File: src/tss_pkg.sv
// shared constants and types of the temperature sensor serial front end
package tss_pkg;
   // register addresses
   localparam logic [7:0] ADDR_TEMP = 8'h00;
   localparam logic [7:0] ADDR_SLEW = 8'h01;
   localparam logic [7:0] ADDR_STAT = 8'h02;
   localparam logic [7:0] ADDR_CFG = 8'h03;
   localparam logic [7:0] ADDR_AEN = 8'h04;
   localparam logic [7:0] ADDR_LOW = 8'h05;
   localparam logic [7:0] ADDR_HIGH = 8'h06;
   localparam logic [7:0] ADDR_HYST = 8'h07;
   localparam logic [7:0] ADDR_SLIM = 8'h08;
   localparam logic [7:0] ADDR_UID1 = 8'h09;
   localparam logic [7:0] ADDR_UID3 = 8'h0B;
   localparam logic [7:0] ADDR_DEVID = 8'h0C;
   // reset values
   localparam logic [15:0] RST_CFG = 16'h0006;
   localparam logic [15:0] RST_AEN = 16'h0016;
   localparam logic [15:0] RST_LOW = 16'hF380;
   localparam logic [15:0] RST_HIGH = 16'h2A80;
   localparam logic [15:0] RST_HYST = 16'h0A0A;
   localparam logic [15:0] RST_SLIM = 16'h0500;
   // command word fields
   localparam int CMD_CRC_BIT = 14;
   localparam int CMD_INC_BIT = 9;
   localparam int CMD_RD_BIT = 8;
   localparam logic [3:0] CRC_MAX_LEN = 4'hA;
   localparam logic [15:0] CRC_POLY = 16'h1021;
   localparam logic [15:0] CRC_SEED = 16'hFFFF;
   // status fields: levels low/high/slew at 0..2, event latches at 3..5
   localparam int ST_EVT = 3;
   localparam int ST_CRC = 6;
   localparam int ST_DRDY = 7;
   // configuration fields
   localparam int CFG_INT_COMP = 1;
   localparam int CFG_SRST = 7;
   // temperature keeps two zero bits at the bottom
   localparam logic [15:0] TEMP_MASK = 16'hFFFC;
   // one deadband step (1 degree) in result units
   localparam int HYST_SHIFT = 7;
   typedef enum logic [1:0] {TSS_CMD, TSS_DATA, TSS_CRC, TSS_IDLE} tss_phase_t;
endpackage

File: src/tss_top.sv
// serial target, register file and alert logic of the temperature sensor
//
// Overview of operation
// - alert select zero means interrupt style
// - style change clears status and alert
// - above high limit sets level, latch, alert
// - interrupt style status read clears latches, alert
// - high deadband from upper hysteresis byte
// - dropping below deadband clears level, sets latch
// - masked event latches but never alerts
// - low channel behaves alike, mirrored; slew alike with no deadband
// - comparator alert is OR of enabled levels
// - comparator level clears below deadband threshold
// - comparator mask removal drops contribution at once
// - temperature is 14 bits, left aligned
// - words go MSB byte and bit first
// - drive on falling, sample on rising edge
// - unchecked written word commits on 16th rising edge
// - soft reset after 16th edge, silent till select
// - command word, data block, optional checksum
// - command bit fields, length gates checksum
// - bit 9 advances register pointer per word
// - bit 8 selects who drives data line
// - unmapped writes dropped, unmapped reads zero
// - burst reads never clear latches, only data ready on temperature
// - configuration accepts single plain writes only
// - checksum is CRC 1021h seeded FFFFh
`timescale 1ns/100ps
`default_nettype none
module tss_top #(
   parameter logic [15:0] DEVICE_ID = 16'h5A5A, // arbitrary value
   parameter logic [15:0] UNIQUE_ID = 16'hC3C3 // arbitrary value
) (
   input wire logic sys_clk,
   input wire logic reset_n,
   input wire logic cs_n, // select pin, async
   input wire logic sclk, // serial clock pin, async
   input wire logic serial_data_io_in, // data line level
   output logic serial_data_io_out, // data line drive value
   output logic serial_data_io_oe, // high while we drive the line
   input wire logic conv_done, // one-cycle pulse, same domain
   input wire logic [15:0] conv_temp, // new result, left aligned
   input wire logic [15:0] conv_slew, // new rise rate result
   output logic [15:0] config_word, // configuration for the converter
   output logic alert_out // alert pin, active high
);
   // element count of the write holding buffer
   localparam int BUF_WORDS = 10;
   // refuse a holding buffer that cannot take the longest checked block
   if (BUF_WORDS < int'(tss_pkg::CRC_MAX_LEN)) begin : g_buf_chk
      $error("holding buffer too small");
   end

   // checksum advance by one bit
   function automatic logic [15:0] crc_step(input logic [15:0] c, input logic b);
      crc_step = {c[14:0], 1'b0} ^ ((c[15] ^ b) ? tss_pkg::CRC_POLY : 16'h0000);
   endfunction

   // writable register test, used by live and buffered writes
   function automatic logic wr_ok(input logic [7:0] a);
      wr_ok = (a >= tss_pkg::ADDR_CFG) && (a <= tss_pkg::ADDR_SLIM);
   endfunction

   // synchronisers: stage 1 feeds only stage 2
   logic cs_s1_reg, cs_s2_reg, cs_s3_reg, sck_s1_reg, sck_s2_reg, sck_s3_reg, sio_s1_reg, sio_s2_reg;
   always_ff @(posedge sys_clk or negedge reset_n) begin
      if (!reset_n) begin
         {cs_s1_reg, cs_s2_reg, cs_s3_reg} <= 3'h7;
         {sck_s1_reg, sck_s2_reg, sck_s3_reg, sio_s1_reg, sio_s2_reg} <= 5'h00;
      end else begin
         {cs_s1_reg, cs_s2_reg, cs_s3_reg} <= {cs_n, cs_s1_reg, cs_s2_reg};
         {sck_s1_reg, sck_s2_reg, sck_s3_reg} <= {sclk, sck_s1_reg, sck_s2_reg};
         {sio_s1_reg, sio_s2_reg} <= {serial_data_io_in, sio_s1_reg};
      end
   end
   wire cs_fall = cs_s3_reg && !cs_s2_reg; // fresh transaction
   wire sck_rise = !sck_s3_reg && sck_s2_reg && !cs_s2_reg; // sample edge
   wire sck_fall = sck_s3_reg && !sck_s2_reg && !cs_s2_reg; // drive edge

   // register file state
   logic [15:0] temp_reg, slew_reg, stat_reg, cfg_reg, aen_reg, low_reg, high_reg, hyst_reg, slim_reg;
   logic [15:0] temp_next, slew_next, stat_next, cfg_next, aen_next, low_next, high_next, hyst_next, slim_next;
   logic alert_reg, alert_next;

   // register read mux; holes read zero
   function automatic logic [15:0] rd_word(input logic [7:0] a);
      case (a)
         tss_pkg::ADDR_TEMP: rd_word = temp_reg;
         tss_pkg::ADDR_SLEW: rd_word = slew_reg;
         tss_pkg::ADDR_STAT: rd_word = stat_reg;
         tss_pkg::ADDR_CFG: rd_word = cfg_reg;
         tss_pkg::ADDR_AEN: rd_word = aen_reg;
         tss_pkg::ADDR_LOW: rd_word = low_reg;
         tss_pkg::ADDR_HIGH: rd_word = high_reg;
         tss_pkg::ADDR_HYST: rd_word = hyst_reg;
         tss_pkg::ADDR_SLIM: rd_word = slim_reg;
         tss_pkg::ADDR_DEVID: rd_word = DEVICE_ID;
         default: rd_word = (a >= tss_pkg::ADDR_UID1 && a <= tss_pkg::ADDR_UID3) ? UNIQUE_ID : 16'h0000;
      endcase
   endfunction

   // serial engine state
   tss_pkg::tss_phase_t phase_reg, phase_next;
   logic [3:0] bit_cnt_reg, bit_cnt_next, word_cnt_reg, word_cnt_next, len_reg, len_next;
   logic [15:0] rx_reg, rx_next, tx_reg, tx_next, crc_reg, crc_next;
   logic [7:0] addr_reg, addr_next, dr_addr_reg, dr_addr_next;
   logic inc_reg, inc_next, rd_reg, rd_next, crc_on_reg, crc_on_next;
   logic sio_out_reg, sio_out_next, sio_oe_reg, sio_oe_next;
   logic [15:0] wbuf_reg [BUF_WORDS];
   logic [15:0] wbuf_next [BUF_WORDS];
   logic drain_reg, drain_next;
   logic [3:0] dr_cnt_reg, dr_cnt_next;
   // strobes from engine to register file
   logic wr_en, wr_cfg_ok, clr_stat, clr_drdy, crc_fail, srst;
   logic [7:0] wr_addr, rd_addr;
   logic [15:0] wr_data, rx_word;
   logic bit_in, last_word;

   // serial engine next state
   always_comb begin
      phase_next = phase_reg;
      bit_cnt_next = bit_cnt_reg;
      word_cnt_next = word_cnt_reg;
      len_next = len_reg;
      rx_next = rx_reg;
      tx_next = tx_reg;
      crc_next = crc_reg;
      addr_next = addr_reg;
      inc_next = inc_reg;
      rd_next = rd_reg;
      crc_on_next = crc_on_reg;
      sio_out_next = sio_out_reg;
      sio_oe_next = sio_oe_reg;
      wbuf_next = wbuf_reg;
      drain_next = drain_reg;
      dr_cnt_next = dr_cnt_reg;
      dr_addr_next = dr_addr_reg;
      wr_en = 1'b0;
      wr_cfg_ok = 1'b0;
      wr_addr = addr_reg;
      wr_data = 16'h0000;
      clr_stat = 1'b0;
      clr_drdy = 1'b0;
      crc_fail = 1'b0;
      rd_addr = addr_reg;
      rx_word = {rx_reg[14:0], sio_s2_reg};
      // checksum covers what travels on the line in either direction
      bit_in = (rd_reg && phase_reg != tss_pkg::TSS_CMD) ? sio_out_reg : sio_s2_reg;
      last_word = crc_on_reg && (word_cnt_reg == len_reg - 4'h1);
      if (drain_reg) begin
         // checksum passed: commit held words one per cycle, never config
         wr_en = 1'b1;
         wr_addr = dr_addr_reg;
         wr_data = wbuf_reg[dr_cnt_reg];
         dr_cnt_next = dr_cnt_reg + 4'h1;
         dr_addr_next = dr_addr_reg + {7'h00, inc_reg};
         drain_next = (dr_cnt_reg != len_reg - 4'h1);
      end
      if (cs_fall) begin
         // every transaction opens with a command word
         phase_next = tss_pkg::TSS_CMD;
         bit_cnt_next = 4'h0;
         crc_next = tss_pkg::CRC_SEED;
         sio_oe_next = 1'b0;
      end else if (cs_s2_reg) begin
         sio_oe_next = 1'b0; // released while deselected
      end else if (sck_rise && phase_reg != tss_pkg::TSS_IDLE) begin
         rx_next = rx_word; // MSB arrives first
         bit_cnt_next = bit_cnt_reg + 4'h1;
         if (phase_reg != tss_pkg::TSS_CRC) begin
            crc_next = crc_step(crc_reg, bit_in);
         end
         if (bit_cnt_reg == 4'hF) begin
            case (phase_reg)
               tss_pkg::TSS_CMD: begin
                  // decode fields; bit 15 ignored
                  addr_next = rx_word[7:0];
                  inc_next = rx_word[tss_pkg::CMD_INC_BIT];
                  rd_next = rx_word[tss_pkg::CMD_RD_BIT];
                  len_next = rx_word[13:10];
                  crc_on_next = rx_word[tss_pkg::CMD_CRC_BIT] && rx_word[13:10] != 4'h0
                     && rx_word[13:10] <= tss_pkg::CRC_MAX_LEN;
                  word_cnt_next = 4'h0;
                  phase_next = tss_pkg::TSS_DATA;
                  rd_addr = rx_word[7:0];
                  if (rx_word[tss_pkg::CMD_RD_BIT]) begin
                     tx_next = rd_word(rx_word[7:0]);
                     clr_stat = !rx_word[tss_pkg::CMD_INC_BIT] && rx_word[7:0] == tss_pkg::ADDR_STAT;
                     clr_drdy = rx_word[7:0] == tss_pkg::ADDR_TEMP || clr_stat;
                  end
               end
               tss_pkg::TSS_DATA: begin
                  word_cnt_next = word_cnt_reg + 4'h1;
                  rd_addr = inc_reg ? addr_reg + 8'h01 : addr_reg; // pointer step
                  addr_next = rd_addr;
                  if (!rd_reg && crc_on_reg) begin
                     wbuf_next[word_cnt_reg] = rx_word; // held until checksum
                  end else if (!rd_reg) begin
                     // commit on the 16th rising edge
                     wr_en = 1'b1;
                     wr_data = rx_word;
                     wr_cfg_ok = !inc_reg;
                  end else begin
                     tx_next = rd_word(rd_addr);
                     clr_stat = !inc_reg && rd_addr == tss_pkg::ADDR_STAT;
                     clr_drdy = rd_addr == tss_pkg::ADDR_TEMP || clr_stat;
                  end
                  if (last_word) begin
                     phase_next = tss_pkg::TSS_CRC;
                     tx_next = crc_next;
                     clr_stat = 1'b0;
                     clr_drdy = 1'b0;
                  end
               end
               default: begin
                  // checksum word: compare on writes, stop on both
                  phase_next = tss_pkg::TSS_IDLE;
                  if (!rd_reg && rx_word == crc_reg) begin
                     drain_next = 1'b1;
                     dr_cnt_next = 4'h0;
                     dr_addr_next = addr_reg - (inc_reg ? {4'h0, len_reg} : 8'h00);
                  end else if (!rd_reg) begin
                     crc_fail = 1'b1;
                  end
               end
            endcase
         end
      end else if (sck_fall && rd_reg && (phase_reg == tss_pkg::TSS_DATA || phase_reg == tss_pkg::TSS_CRC)) begin
         // drive next bit after the command word
         sio_out_next = tx_reg[15];
         tx_next = {tx_reg[14:0], 1'b0};
         sio_oe_next = 1'b1;
      end
      srst = wr_en && wr_cfg_ok && wr_addr == tss_pkg::ADDR_CFG && wr_data[tss_pkg::CFG_SRST];
      if (srst) begin
         // silent until the next select fall
         phase_next = tss_pkg::TSS_IDLE;
         sio_oe_next = 1'b0;
      end
   end

   // serial engine registers
   always_ff @(posedge sys_clk or negedge reset_n) begin
      if (!reset_n) begin
         phase_reg <= tss_pkg::TSS_IDLE;
         {bit_cnt_reg, word_cnt_reg, len_reg, dr_cnt_reg} <= 16'h0000;
         {rx_reg, tx_reg} <= 32'h0000_0000;
         crc_reg <= tss_pkg::CRC_SEED;
         {addr_reg, dr_addr_reg} <= 16'h0000;
         {inc_reg, rd_reg, crc_on_reg, sio_out_reg, sio_oe_reg, drain_reg} <= 6'h00;
         wbuf_reg <= '{default: 16'h0000};
      end else begin
         phase_reg <= phase_next;
         {bit_cnt_reg, word_cnt_reg, len_reg, dr_cnt_reg} <= {bit_cnt_next, word_cnt_next, len_next, dr_cnt_next};
         {rx_reg, tx_reg} <= {rx_next, tx_next};
         crc_reg <= crc_next;
         {addr_reg, dr_addr_reg} <= {addr_next, dr_addr_next};
         {inc_reg, rd_reg, crc_on_reg} <= {inc_next, rd_next, crc_on_next};
         {sio_out_reg, sio_oe_reg, drain_reg} <= {sio_out_next, sio_oe_next, drain_next};
         wbuf_reg <= wbuf_next;
      end
   end

   // alert evaluation terms
   logic mode_chg;
   logic [2:0] set_c, clr_c, lvl;
   logic signed [16:0] hi_thr, lo_thr, t_s;

   // register file and alert next state
   always_comb begin
      temp_next = temp_reg;
      slew_next = slew_reg;
      stat_next = stat_reg;
      cfg_next = cfg_reg;
      aen_next = aen_reg;
      low_next = low_reg;
      high_next = high_reg;
      hyst_next = hyst_reg;
      slim_next = slim_reg;
      mode_chg = 1'b0;
      lvl = stat_reg[2:0];
      t_s = {conv_temp[15], conv_temp[15:2], 2'b00};
      // deadbands: high from upper byte, low from lower byte
      hi_thr = {high_reg[15], high_reg} - (17'(hyst_reg[15:8]) << tss_pkg::HYST_SHIFT);
      lo_thr = {low_reg[15], low_reg} + (17'(hyst_reg[7:0]) << tss_pkg::HYST_SHIFT);
      // temperature limits compare signed, or a positive result would look below a negative low limit
      set_c = {conv_slew > slim_reg, t_s > $signed({high_reg[15], high_reg}), t_s < $signed({low_reg[15], low_reg})};
      clr_c = {conv_slew < slim_reg, t_s < hi_thr, t_s > lo_thr};
      if (wr_en && wr_ok(wr_addr)) begin
         // unmapped and read-only targets are dropped
         case (wr_addr)
            tss_pkg::ADDR_CFG: begin
               if (wr_cfg_ok) begin
                  cfg_next = wr_data;
                  mode_chg = wr_data[tss_pkg::CFG_INT_COMP] != cfg_reg[tss_pkg::CFG_INT_COMP];
               end
            end
            tss_pkg::ADDR_AEN: aen_next = wr_data;
            tss_pkg::ADDR_LOW: low_next = wr_data;
            tss_pkg::ADDR_HIGH: high_next = wr_data;
            tss_pkg::ADDR_HYST: hyst_next = wr_data;
            default: slim_next = wr_data;
         endcase
      end
      if (mode_chg) begin
         stat_next = 16'h0000; // style switch wipes status
      end
      if (clr_stat) begin
         stat_next[tss_pkg::ST_DRDY:tss_pkg::ST_EVT] = 5'h00; // read clears latches
      end
      if (clr_drdy) begin
         stat_next[tss_pkg::ST_DRDY] = 1'b0;
      end
      if (conv_done) begin
         // new result, low bits forced zero; sets win over clears
         temp_next = conv_temp & tss_pkg::TEMP_MASK;
         slew_next = conv_slew;
         stat_next[tss_pkg::ST_DRDY] = 1'b1;
         for (int i = 0; i < 3; i++) begin
            // cross into or out of the band; latch even when masked
            if (!lvl[i] && set_c[i]) begin
               lvl[i] = 1'b1;
               stat_next[tss_pkg::ST_EVT + i] = 1'b1;
            end else if (lvl[i] && clr_c[i]) begin
               lvl[i] = 1'b0;
               stat_next[tss_pkg::ST_EVT + i] = 1'b1;
            end
         end
         stat_next[2:0] = lvl;
      end
      if (crc_fail) begin
         stat_next[tss_pkg::ST_CRC] = 1'b1;
      end
      if (cfg_next[tss_pkg::CFG_INT_COMP]) begin
         // comparator: enabled levels only, reads leave it alone
         alert_next = |(stat_next[2:0] & aen_next[5:3]);
      end else begin
         // interrupt: enabled latches
         alert_next = |(stat_next[5:3] & aen_next[5:3]) | (stat_next[tss_pkg::ST_CRC] & aen_next[tss_pkg::ST_CRC]);
      end
      if (srst) begin
         // soft reset brings every register to its reset value
         {temp_next, slew_next, stat_next} = 48'h0;
         {cfg_next, aen_next, low_next} = {tss_pkg::RST_CFG, tss_pkg::RST_AEN, tss_pkg::RST_LOW};
         {high_next, hyst_next, slim_next} = {tss_pkg::RST_HIGH, tss_pkg::RST_HYST, tss_pkg::RST_SLIM};
         alert_next = 1'b0;
      end
   end

   // register file flops
   always_ff @(posedge sys_clk or negedge reset_n) begin
      if (!reset_n) begin
         {temp_reg, slew_reg, stat_reg} <= 48'h0;
         {cfg_reg, aen_reg, low_reg} <= {tss_pkg::RST_CFG, tss_pkg::RST_AEN, tss_pkg::RST_LOW};
         {high_reg, hyst_reg, slim_reg} <= {tss_pkg::RST_HIGH, tss_pkg::RST_HYST, tss_pkg::RST_SLIM};
         alert_reg <= 1'b0;
      end else begin
         {temp_reg, slew_reg, stat_reg} <= {temp_next, slew_next, stat_next};
         {cfg_reg, aen_reg, low_reg} <= {cfg_next, aen_next, low_next};
         {high_reg, hyst_reg, slim_reg} <= {high_next, hyst_next, slim_next};
         alert_reg <= alert_next;
      end
   end

   assign serial_data_io_out = sio_out_reg;
   assign serial_data_io_oe = sio_oe_reg;
   assign config_word = cfg_reg;
   assign alert_out = alert_reg;

   wire lvl_before_hi = stat_reg[1]; // high level before this conversion
endmodule // tss_top
`default_nettype wire
File: config.mk
export PLATFORM = sky130hd
export DESIGN_NAME = tss_top
export DESIGN_NICKNAME = d
export VERILOG_FILES = /design/src/tss_pkg.sv /design/src/tss_top.sv
export SDC_FILE = /design/constraint.sdc
export NUM_CORES = 1
export LEC_CHECK = 0
export ABC_AREA = 1
export BUFFER_PORTS_ARGS = -buffer_cell sky130_fd_sc_hd__buf_4
export CORE_ASPECT_RATIO = 1.2
export CORE_UTILIZATION = 45
export DETAILED_ROUTE_END_ITERATION = 7
export GPL_TIMING_DRIVEN = 0
export SLEW_MARGIN = 20
export SYNTH_ARGS = -nofsm -noshare
export SYNTH_HDL_FRONTEND = slang
export SYNTH_SLANG_ARGS = --single-unit
File: constraint.sdc
create_clock -name sys_clk -period 5.71 [get_ports sys_clk]
set_input_delay 0.8565 -clock sys_clk [delete_from_list [all_inputs] [get_ports sys_clk]]
set_output_delay 0.8565 -clock sys_clk [all_outputs]
set_load 0.01 [all_outputs]
==> results of run 1 <==
-- power by group through the flow --
stage               Clock [mW]  Combinational (mW)  Sequential, mW
finish                    3.04               0.586            2.85
global route              3.17               0.629            2.85
detailed placement           0               0.567            2.90
floorplan                    0               0.286            2.88
global placement             0               0.543            2.90
CTS                       3.07               0.569            2.85
-- stage by stage --
step / area, µm² / setup WS (ps) / power (mW) / setup TNS (ps)
after floorplan: 23100 / 2420 / 3.16 / 0
after global placement: 24300 / -204 / 3.44 / -38470
after detailed placement: 24500 / 1380 / 3.46 / 0
after CTS: 26000 / 1340 / 6.48 / 0
after global routing: 26000 / 1190 / 6.65 / 0
final: 26000 / 1110 / 6.48 / 0
-- kinds of logic (layout without fill, tap and decap cells) --
| kind of cell | after synthesis | after routing |
|---|---|---|
| other | 0 | 3 |
| adders and majority gates | 103 | 103 |
| AOI/OAI and AO/OA | 732 | 732 |
| DFF | 390 | 390 |
| xor gates and xnor gates | 29 | 29 |
| and+or+nand+nor | 1368 | 1368 |
| buffers and inverters | 452 | 590 |
-- cell usage in the layout, fill, tap and decap left out, types with 12 or more instances in the layout --
| cell | synthesis | routed |
|---|---|---|
| inv_1 | 280 | 280 |
| o21ai_1 | 70 | 73 |
| nand3b_1 | 16 | 16 |
| dfrtp_1 | 347 | 347 |
| nor3_1 | 18 | 18 |
| clkbuf_16 | 0 | 45 |
| a221oi_1 | 12 | 12 |
| dfstp_2 | 43 | 43 |
| nor2_1 | 236 | 236 |
| o21ai_0 | 385 | 382 |
| ha_1 | 100 | 100 |
| or2_2 | 12 | 12 |
| o211ai_1 | 12 | 12 |
| nand2_1 | 755 | 755 |
| a21oi_1 | 128 | 128 |
| nand4_1 | 53 | 53 |
| buf_4 | 4 | 56 |
| inv_2 | 18 | 18 |
| o22ai_1 | 65 | 65 |
| clkbuf_1 | 102 | 108 |
| xor2_1 | 23 | 23 |
| nand3_1 | 230 | 230 |
| o221ai_1 | 15 | 15 |
| clkinv_2 | 0 | 13 |
| buf_2 | 34 | 34 |
-- worst max-delay path: stages, from the launching register on --
cell and delay [ps]:
dfstp_2 570, inv_1 100, ha_1 240, inv_1 320
nor2_2 180, nand4_2 300, inv_2 110, nor2_2 300
clkbuf_1 530, o2111ai_1 260, o21ai_0 520, nand2_1 700
o21ai_0 350
-- routing by layer --
metal / GRT usage, % / wire [µm] / vias up / share of wire, %
met3: 5.62 / 5800 / 341 / 5.7
met1: 41.8 / 35800 / 11202 / 35
met4: 32.3 / 9750 / 2 / 9.6
li1: - / - / 10548 / -
met5: 0 / 16 / - / 0.016
met2: 68.4 / 50600 / 1002 / 50
-- cell type report --
type | count | share of cell area [%]
Antenna cell | 3 | 0.0289
Clock inverter | 26 | 1.26
Tap cell | 644 | 3.10
Inverter | 302 | 4.36
Buffer | 150 | 2.50
Clock buffer | 54 | 4.58
Timing Repair Buffer | 58 | 2.09
Sequential cell | 390 | 37.7
Multi-Input combinational cell | 2232 | 44.3
-- synthesized netlist by cell type (43+ instances only) --
| library cell | count |
|---|---|
| nand2_1 | 755 |
| o21ai_0 | 385 |
| dfrtp_1 | 347 |
| inv_1 | 280 |
| nor2_1 | 236 |
| nand3_1 | 230 |
| a21oi_1 | 128 |
| clkbuf_1 | 102 |
| ha_1 | 100 |
| o21ai_1 | 70 |
| o22ai_1 | 65 |
| nand4_1 | 53 |
| dfstp_2 | 43 |
-- path summary, 6_finish.rpt --
path	start	to	depth (start not counted)
setup / recovery	phase_reg[1]$_DFFE_PN1P_	config_word[11]$_DFFE_PN0P_	12
hold / removal	reset_n	stat_reg[6]$_DFF_PN0_	1
setup reg to reg	phase_reg[1]$_DFFE_PN1P_	config_word[11]$_DFFE_PN0P_	12
hold reg to reg	sio_s1_reg$_DFF_PN0_	sio_s2_reg$_DFF_PN0_	0
max in group asynchronous	reset_n	cs_s2_reg$_DFF_PN1_	4
min in group sys_clk	sio_s1_reg$_DFF_PN0_	sio_s2_reg$_DFF_PN0_	0
==> run_results.csv, run 1 <==
group,metric,value,unit
global_routing,grt_pass1_vias,22467,
global_routing,grt_pass1_wl,148,mm
global_routing,grt_overflow,0,
layout,instances_no_fill,3859,
clock_network,htreeDepth,2,
synthesis,synth_top_area_cell,"dfrtp_1",
clock_network,clk_pin_slew,70,ps
route,via_count,23095,
synthesis,synth_area_per_cell,7.52,µm²
clock_network,holdBufCountCts,0,
synthesis,synth_edf_count,0,
floorplanning,io_pins,57,
synthesis,synth-seq-area-share,42.4,%
sta,worstMarginPinSlew,1210,ps
layout,num-fill-cells,5075,
pwr,pwr-share-comb,9.0,%
synthesis,synth_top_family_by_area,"simple AND/OR/NAND/NOR gates",
pwr,netSwitchingFraction,27.1,%
global_routing,grtUsageTotal,39.1,%
floorplanning,coreArea,50600,µm²
pwr,power_density,249,nW/µm²
route,viasPerCell,5.98,
placement,dp.cells,3776,
synthesis,synthMuxAreaShare,0,%
route,drt_iter0_markers,2332,
synthesis,netlist.area_leader.share,37.6,%
placement,dp_hpwl,81.0,mm
synthesis,yosys.area_share.xor_xnor,1.10,%
clock_network,post-cts-setup-buffers,0,
floorplanning,die_area,52300,µm²
pwr,ir_drop,236,µV
job,drv_cap,0,
synthesis,synth-compound-area-share,17.4,%
sta,slew-limit-headroom,18.4,%
worst_setup_path,worst_setup_path_end_kind,"register",
sta,max_freq,217,MHz
sta,rsz0062_at_grt,"false",
route,firstDrtPassIters,7,
synthesis,syn-num-nets,3215,
clock_network,cts.path.max_buffers,3,
layout,multiInputGateArea,11500,µm²
clock_network,cts_buffers,44,
clock_network,clock_sinks,390,
layout,utilization,51.4,%
sta,final_hold_viol_count,0,
global_routing,grt_max_degree,82,
synthesis,synth_async_sr_flop_share,100,%
synthesis,netlist_area,23100,µm²
layout,regArea,9810,µm²
layout,area_growth,12.5,%
global_routing,antenna_found_initial,4,
synthesis,yosys_warnings,0,
synthesis,synth_fa_ha_area_share,5.67,%
placement,routabilityCongestion,1.03,
worst_setup_path,arrival,5080,ps
clock_network,clockRootBuffer,"clkbuf_16",
layout,largest_reg_flops,160,
floorplanning,num_rows,90,
route,drc,0,
route,routed_wl,102,mm
sta,clock-skew-final,28.9,ps
floorplanning,die-width,209,µm
clock_network,cts_tree,"built",
clock_network,post_cts_resized,0,
pwr,p_int,4.73,mW
worst_setup_path,regToRegSetupSlack,1110,ps
layout,nets,3319,
synthesis,ys_top_cells_by_area,"dfrtp_1 38%, nand2_1 12%, o21ai_0 8.3%",
pwr,pwr-share-clk,47.0,%
clock_network,clk_latency,610,ps
route,wl_per_cell,26.4,µm
worst_setup_path,cp-start-kind,"register",
sta,whs,142,ps
floorplanning,start_util,45.7,%
floorplanning,dieHeight,250,µm
worst_setup_path,cp.required,6200,ps
sta,slew_violations,0,
sta,fin_crit_sh,80.5,%
layout,drive_above_1_share,9.15,%
sta,fin_crit,4600,ps
synthesis,synth_flop_cell,"dfrtp_1",
pwr,p_leak,11.9,nW
synthesis,synth-seq-cells,390,
worst_setup_path,path_class,"register to register",
pwr,pwr-share-seq,44.0,%
synthesis,synthCells,3074,
hold_path,hold_class,"input pin to async pin",
placement,port_buffers,53,
route,antenna_left,0,
pwr,switchingPower,1.75,mW
synthesis,synth_cell_type_count,61,
sta,setup_viol,0,
outcome,status,"completed",
worst_setup_path,worstPathMaxFanout,10,
synthesis,synthSimpleGateAreaFrac,25.7,%
Power figures use the tool's default switching activity.
==> run 2, diff against run 1 <==
==> constraint.sdc (replaced) <==
create_clock -name sys_clk -period 4.7 [get_ports sys_clk]
set_input_delay 0.705 -clock sys_clk [delete_from_list [all_inputs] [get_ports sys_clk]]
set_output_delay 0.705 -clock sys_clk [all_outputs]
set_load 0.01 [all_outputs]
==> run_results.csv, run 2 (synthesis results as in run 1) <==
group,metric,value,unit
outcome,status,"completed",
global_routing,antenna_found_initial,4,
global_routing,grt_overflow,0,
layout,largest_reg_flops,160,
pwr,ir_drop,290,µV
route,via_count,23027,
clock_network,clock_sinks,390,
layout,fin_area,26000,µm²
global_routing,grt_max_degree,82,
route,drc,0,
layout,nets,3320,
layout,multiInputGateArea,11500,µm²
floorplanning,io_pins,57,
clock_network,htreeDepth,2,
worst_setup_path,r2r-end,"config_word[11]$_DFFE_PN0P_",
worst_setup_path,regToRegSetupSlack,170,ps
worst_setup_path,worst_setup_path_end_kind,"register",
layout,layout_commonest_cell,"nand2_1",
route,wl_per_cell,26.4,µm
floorplanning,num_rows,90,
hold_path,hold_class,"input pin to register",
clock_network,cts_buffers,44,
worst_setup_path,cp.required,5190,ps
job,drv_cap,0,
placement,placedInstanceArea,24500,µm²
worst_setup_path,worstPathMaxFanout,10,
global_routing,grtUsageTotal,39.1,%
placement,routabilityCongestion,1.03,
pwr,p_leak,11.9,nW
floorplanning,die-width,209,µm
route,viasPerCell,5.97,
route,routed_wl,102,mm
placement,dp_hpwl,81.0,mm
global_routing,grt_pass1_vias,22467,
sta,rsz0062_at_grt,"false",
route,antenna_left,0,
pwr,power_density,303,nW/µm²
sta,clock-skew-final,24.3,ps
sta,setup_viol,0,
clock_network,cts_tree,"built",
worst_setup_path,rr_worst_depth,12,
worst_setup_path,cp-start-kind,"register",
layout,regArea,9810,µm²
sta,max_freq,221,MHz
clock_network,clockRootBuffer,"clkbuf_16",
route,firstDrtPassIters,8,
clock_network,cts.path.max_buffers,3,
floorplanning,coreArea,50600,µm²
sta,final_hold_viol_count,0,
clock_network,clk_latency,600,ps
pwr,power,7.88,mW
sta,fin_crit,4530,ps
clock_network,clk_pin_slew,70,ps
sta,slew_violations,0,
worst_setup_path,cp-startpoint,"phase_reg[1]$_DFFE_PN1P_",
worst_setup_path,arrival,5020,ps
worst_setup_path,reg2reg_from,"phase_reg[1]$_DFFE_PN1P_",
sta,slew-limit-headroom,22.2,%
layout,area_growth,12.5,%
placement,port_buffers,53,
clock_network,post_cts_resized,0,
hold_path,holdCritStartpoint,"sclk",
clock_network,post-cts-setup-buffers,0,
worst_setup_path,worstSetupEndpoint,"config_word[11]$_DFFE_PN0P_",
clock_network,holdBufCountCts,1,
sta,whs,214,ps
sta,worstMarginPinSlew,1160,ps
worst_setup_path,path_class,"register to register",
sta,fin_crit_sh,96.5,%
global_routing,grt_pass1_wl,148,mm
floorplanning,dieHeight,250,µm
floorplanning,start_util,45.7,%
floorplanning,die_area,52300,µm²
route,drt_iter0_markers,2382,
layout,drive_above_1_share,9.15,%
layout,layout_common_cells,"755 x nand2_1, 382 x o21ai_0, 347 x dfrtp_1, 280 x inv_1, 236 x nor2_1",
layout,num-fill-cells,5073,
run 2: cell types whose count changed in the layout (fill, tap and decap cells not counted):
cell	change
dlygate4sd3_1	+1
diode_2	-1
run 2: layout make-up:
| class | count | area share (%) |
|---|---|---|
| antenna | 2 | 0.0192 |
| buffer | 150 | 2.50 |
| clock buffer | 54 | 4.57 |
| clock inverter | 26 | 1.26 |
| inverter | 302 | 4.36 |
| multi-input combinational | 2232 | 44.3 |
| sequential | 390 | 37.7 |
| tap | 644 | 3.10 |
| timing repair buffer | 59 | 2.13 |
run 2: how the worst min path moves through the flow:
stage                      endpoint  cells after the start  slack [ps]
6_report       sck_s1_reg$_DFF_PN0_                      1         210
5_1_grt        sio_s1_reg$_DFF_PN0_                      1         200
2_1_floorplan  sck_s2_reg$_DFF_PN0_                      0         330
3_5_place_dp   sio_s2_reg$_DFF_PN0_                      0         340
4_1_cts        sio_s1_reg$_DFF_PN0_                      1         200
3_3_place_gp   sio_s2_reg$_DFF_PN0_                      0         330
run 2: per-stage QoR:
step / setup WS [ps] / instances / setup TNS [ps] / util (%)
after global placement: -1060 / 3771 / -336370 / 48.1
after floorplan: 1410 / 3074 / 0 / -
final: 166 / 3859 / 0 / 51.4
after global routing: 183 / 3857 / 0 / 51.4
after detailed placement: 375 / 3776 / 0 / 48.4
after CTS: 330 / 3857 / 0 / 51.4
run 2: metal layers:
metal	up-vias	wire (µm)	global-route usage, %
li1	10548	-	-
met1	11197	35900	41.8
met2	932	50700	68.4
met3	348	5610	5.62
met4	2	9830	32.3
met5	-	16	0
run 2: power by group:
group / internal, mW / switching, mW / total (mW)
registers: 3.41 / 0.0536 / 3.46
logic: 0.180 / 0.533 / 0.713
clock network: 2.16 / 1.55 / 3.70
run 2: critical path, cell delays in order, from the launching register on:
cell	delay [ps]
dfstp_2	570
inv_1	100
ha_1	240
inv_1	320
nor2_2	180
nand4_2	290
inv_2	100
nor2_2	290
clkbuf_1	530
o2111ai_1	260
o21ai_0	500
nand2_1	680
o21ai_0	340
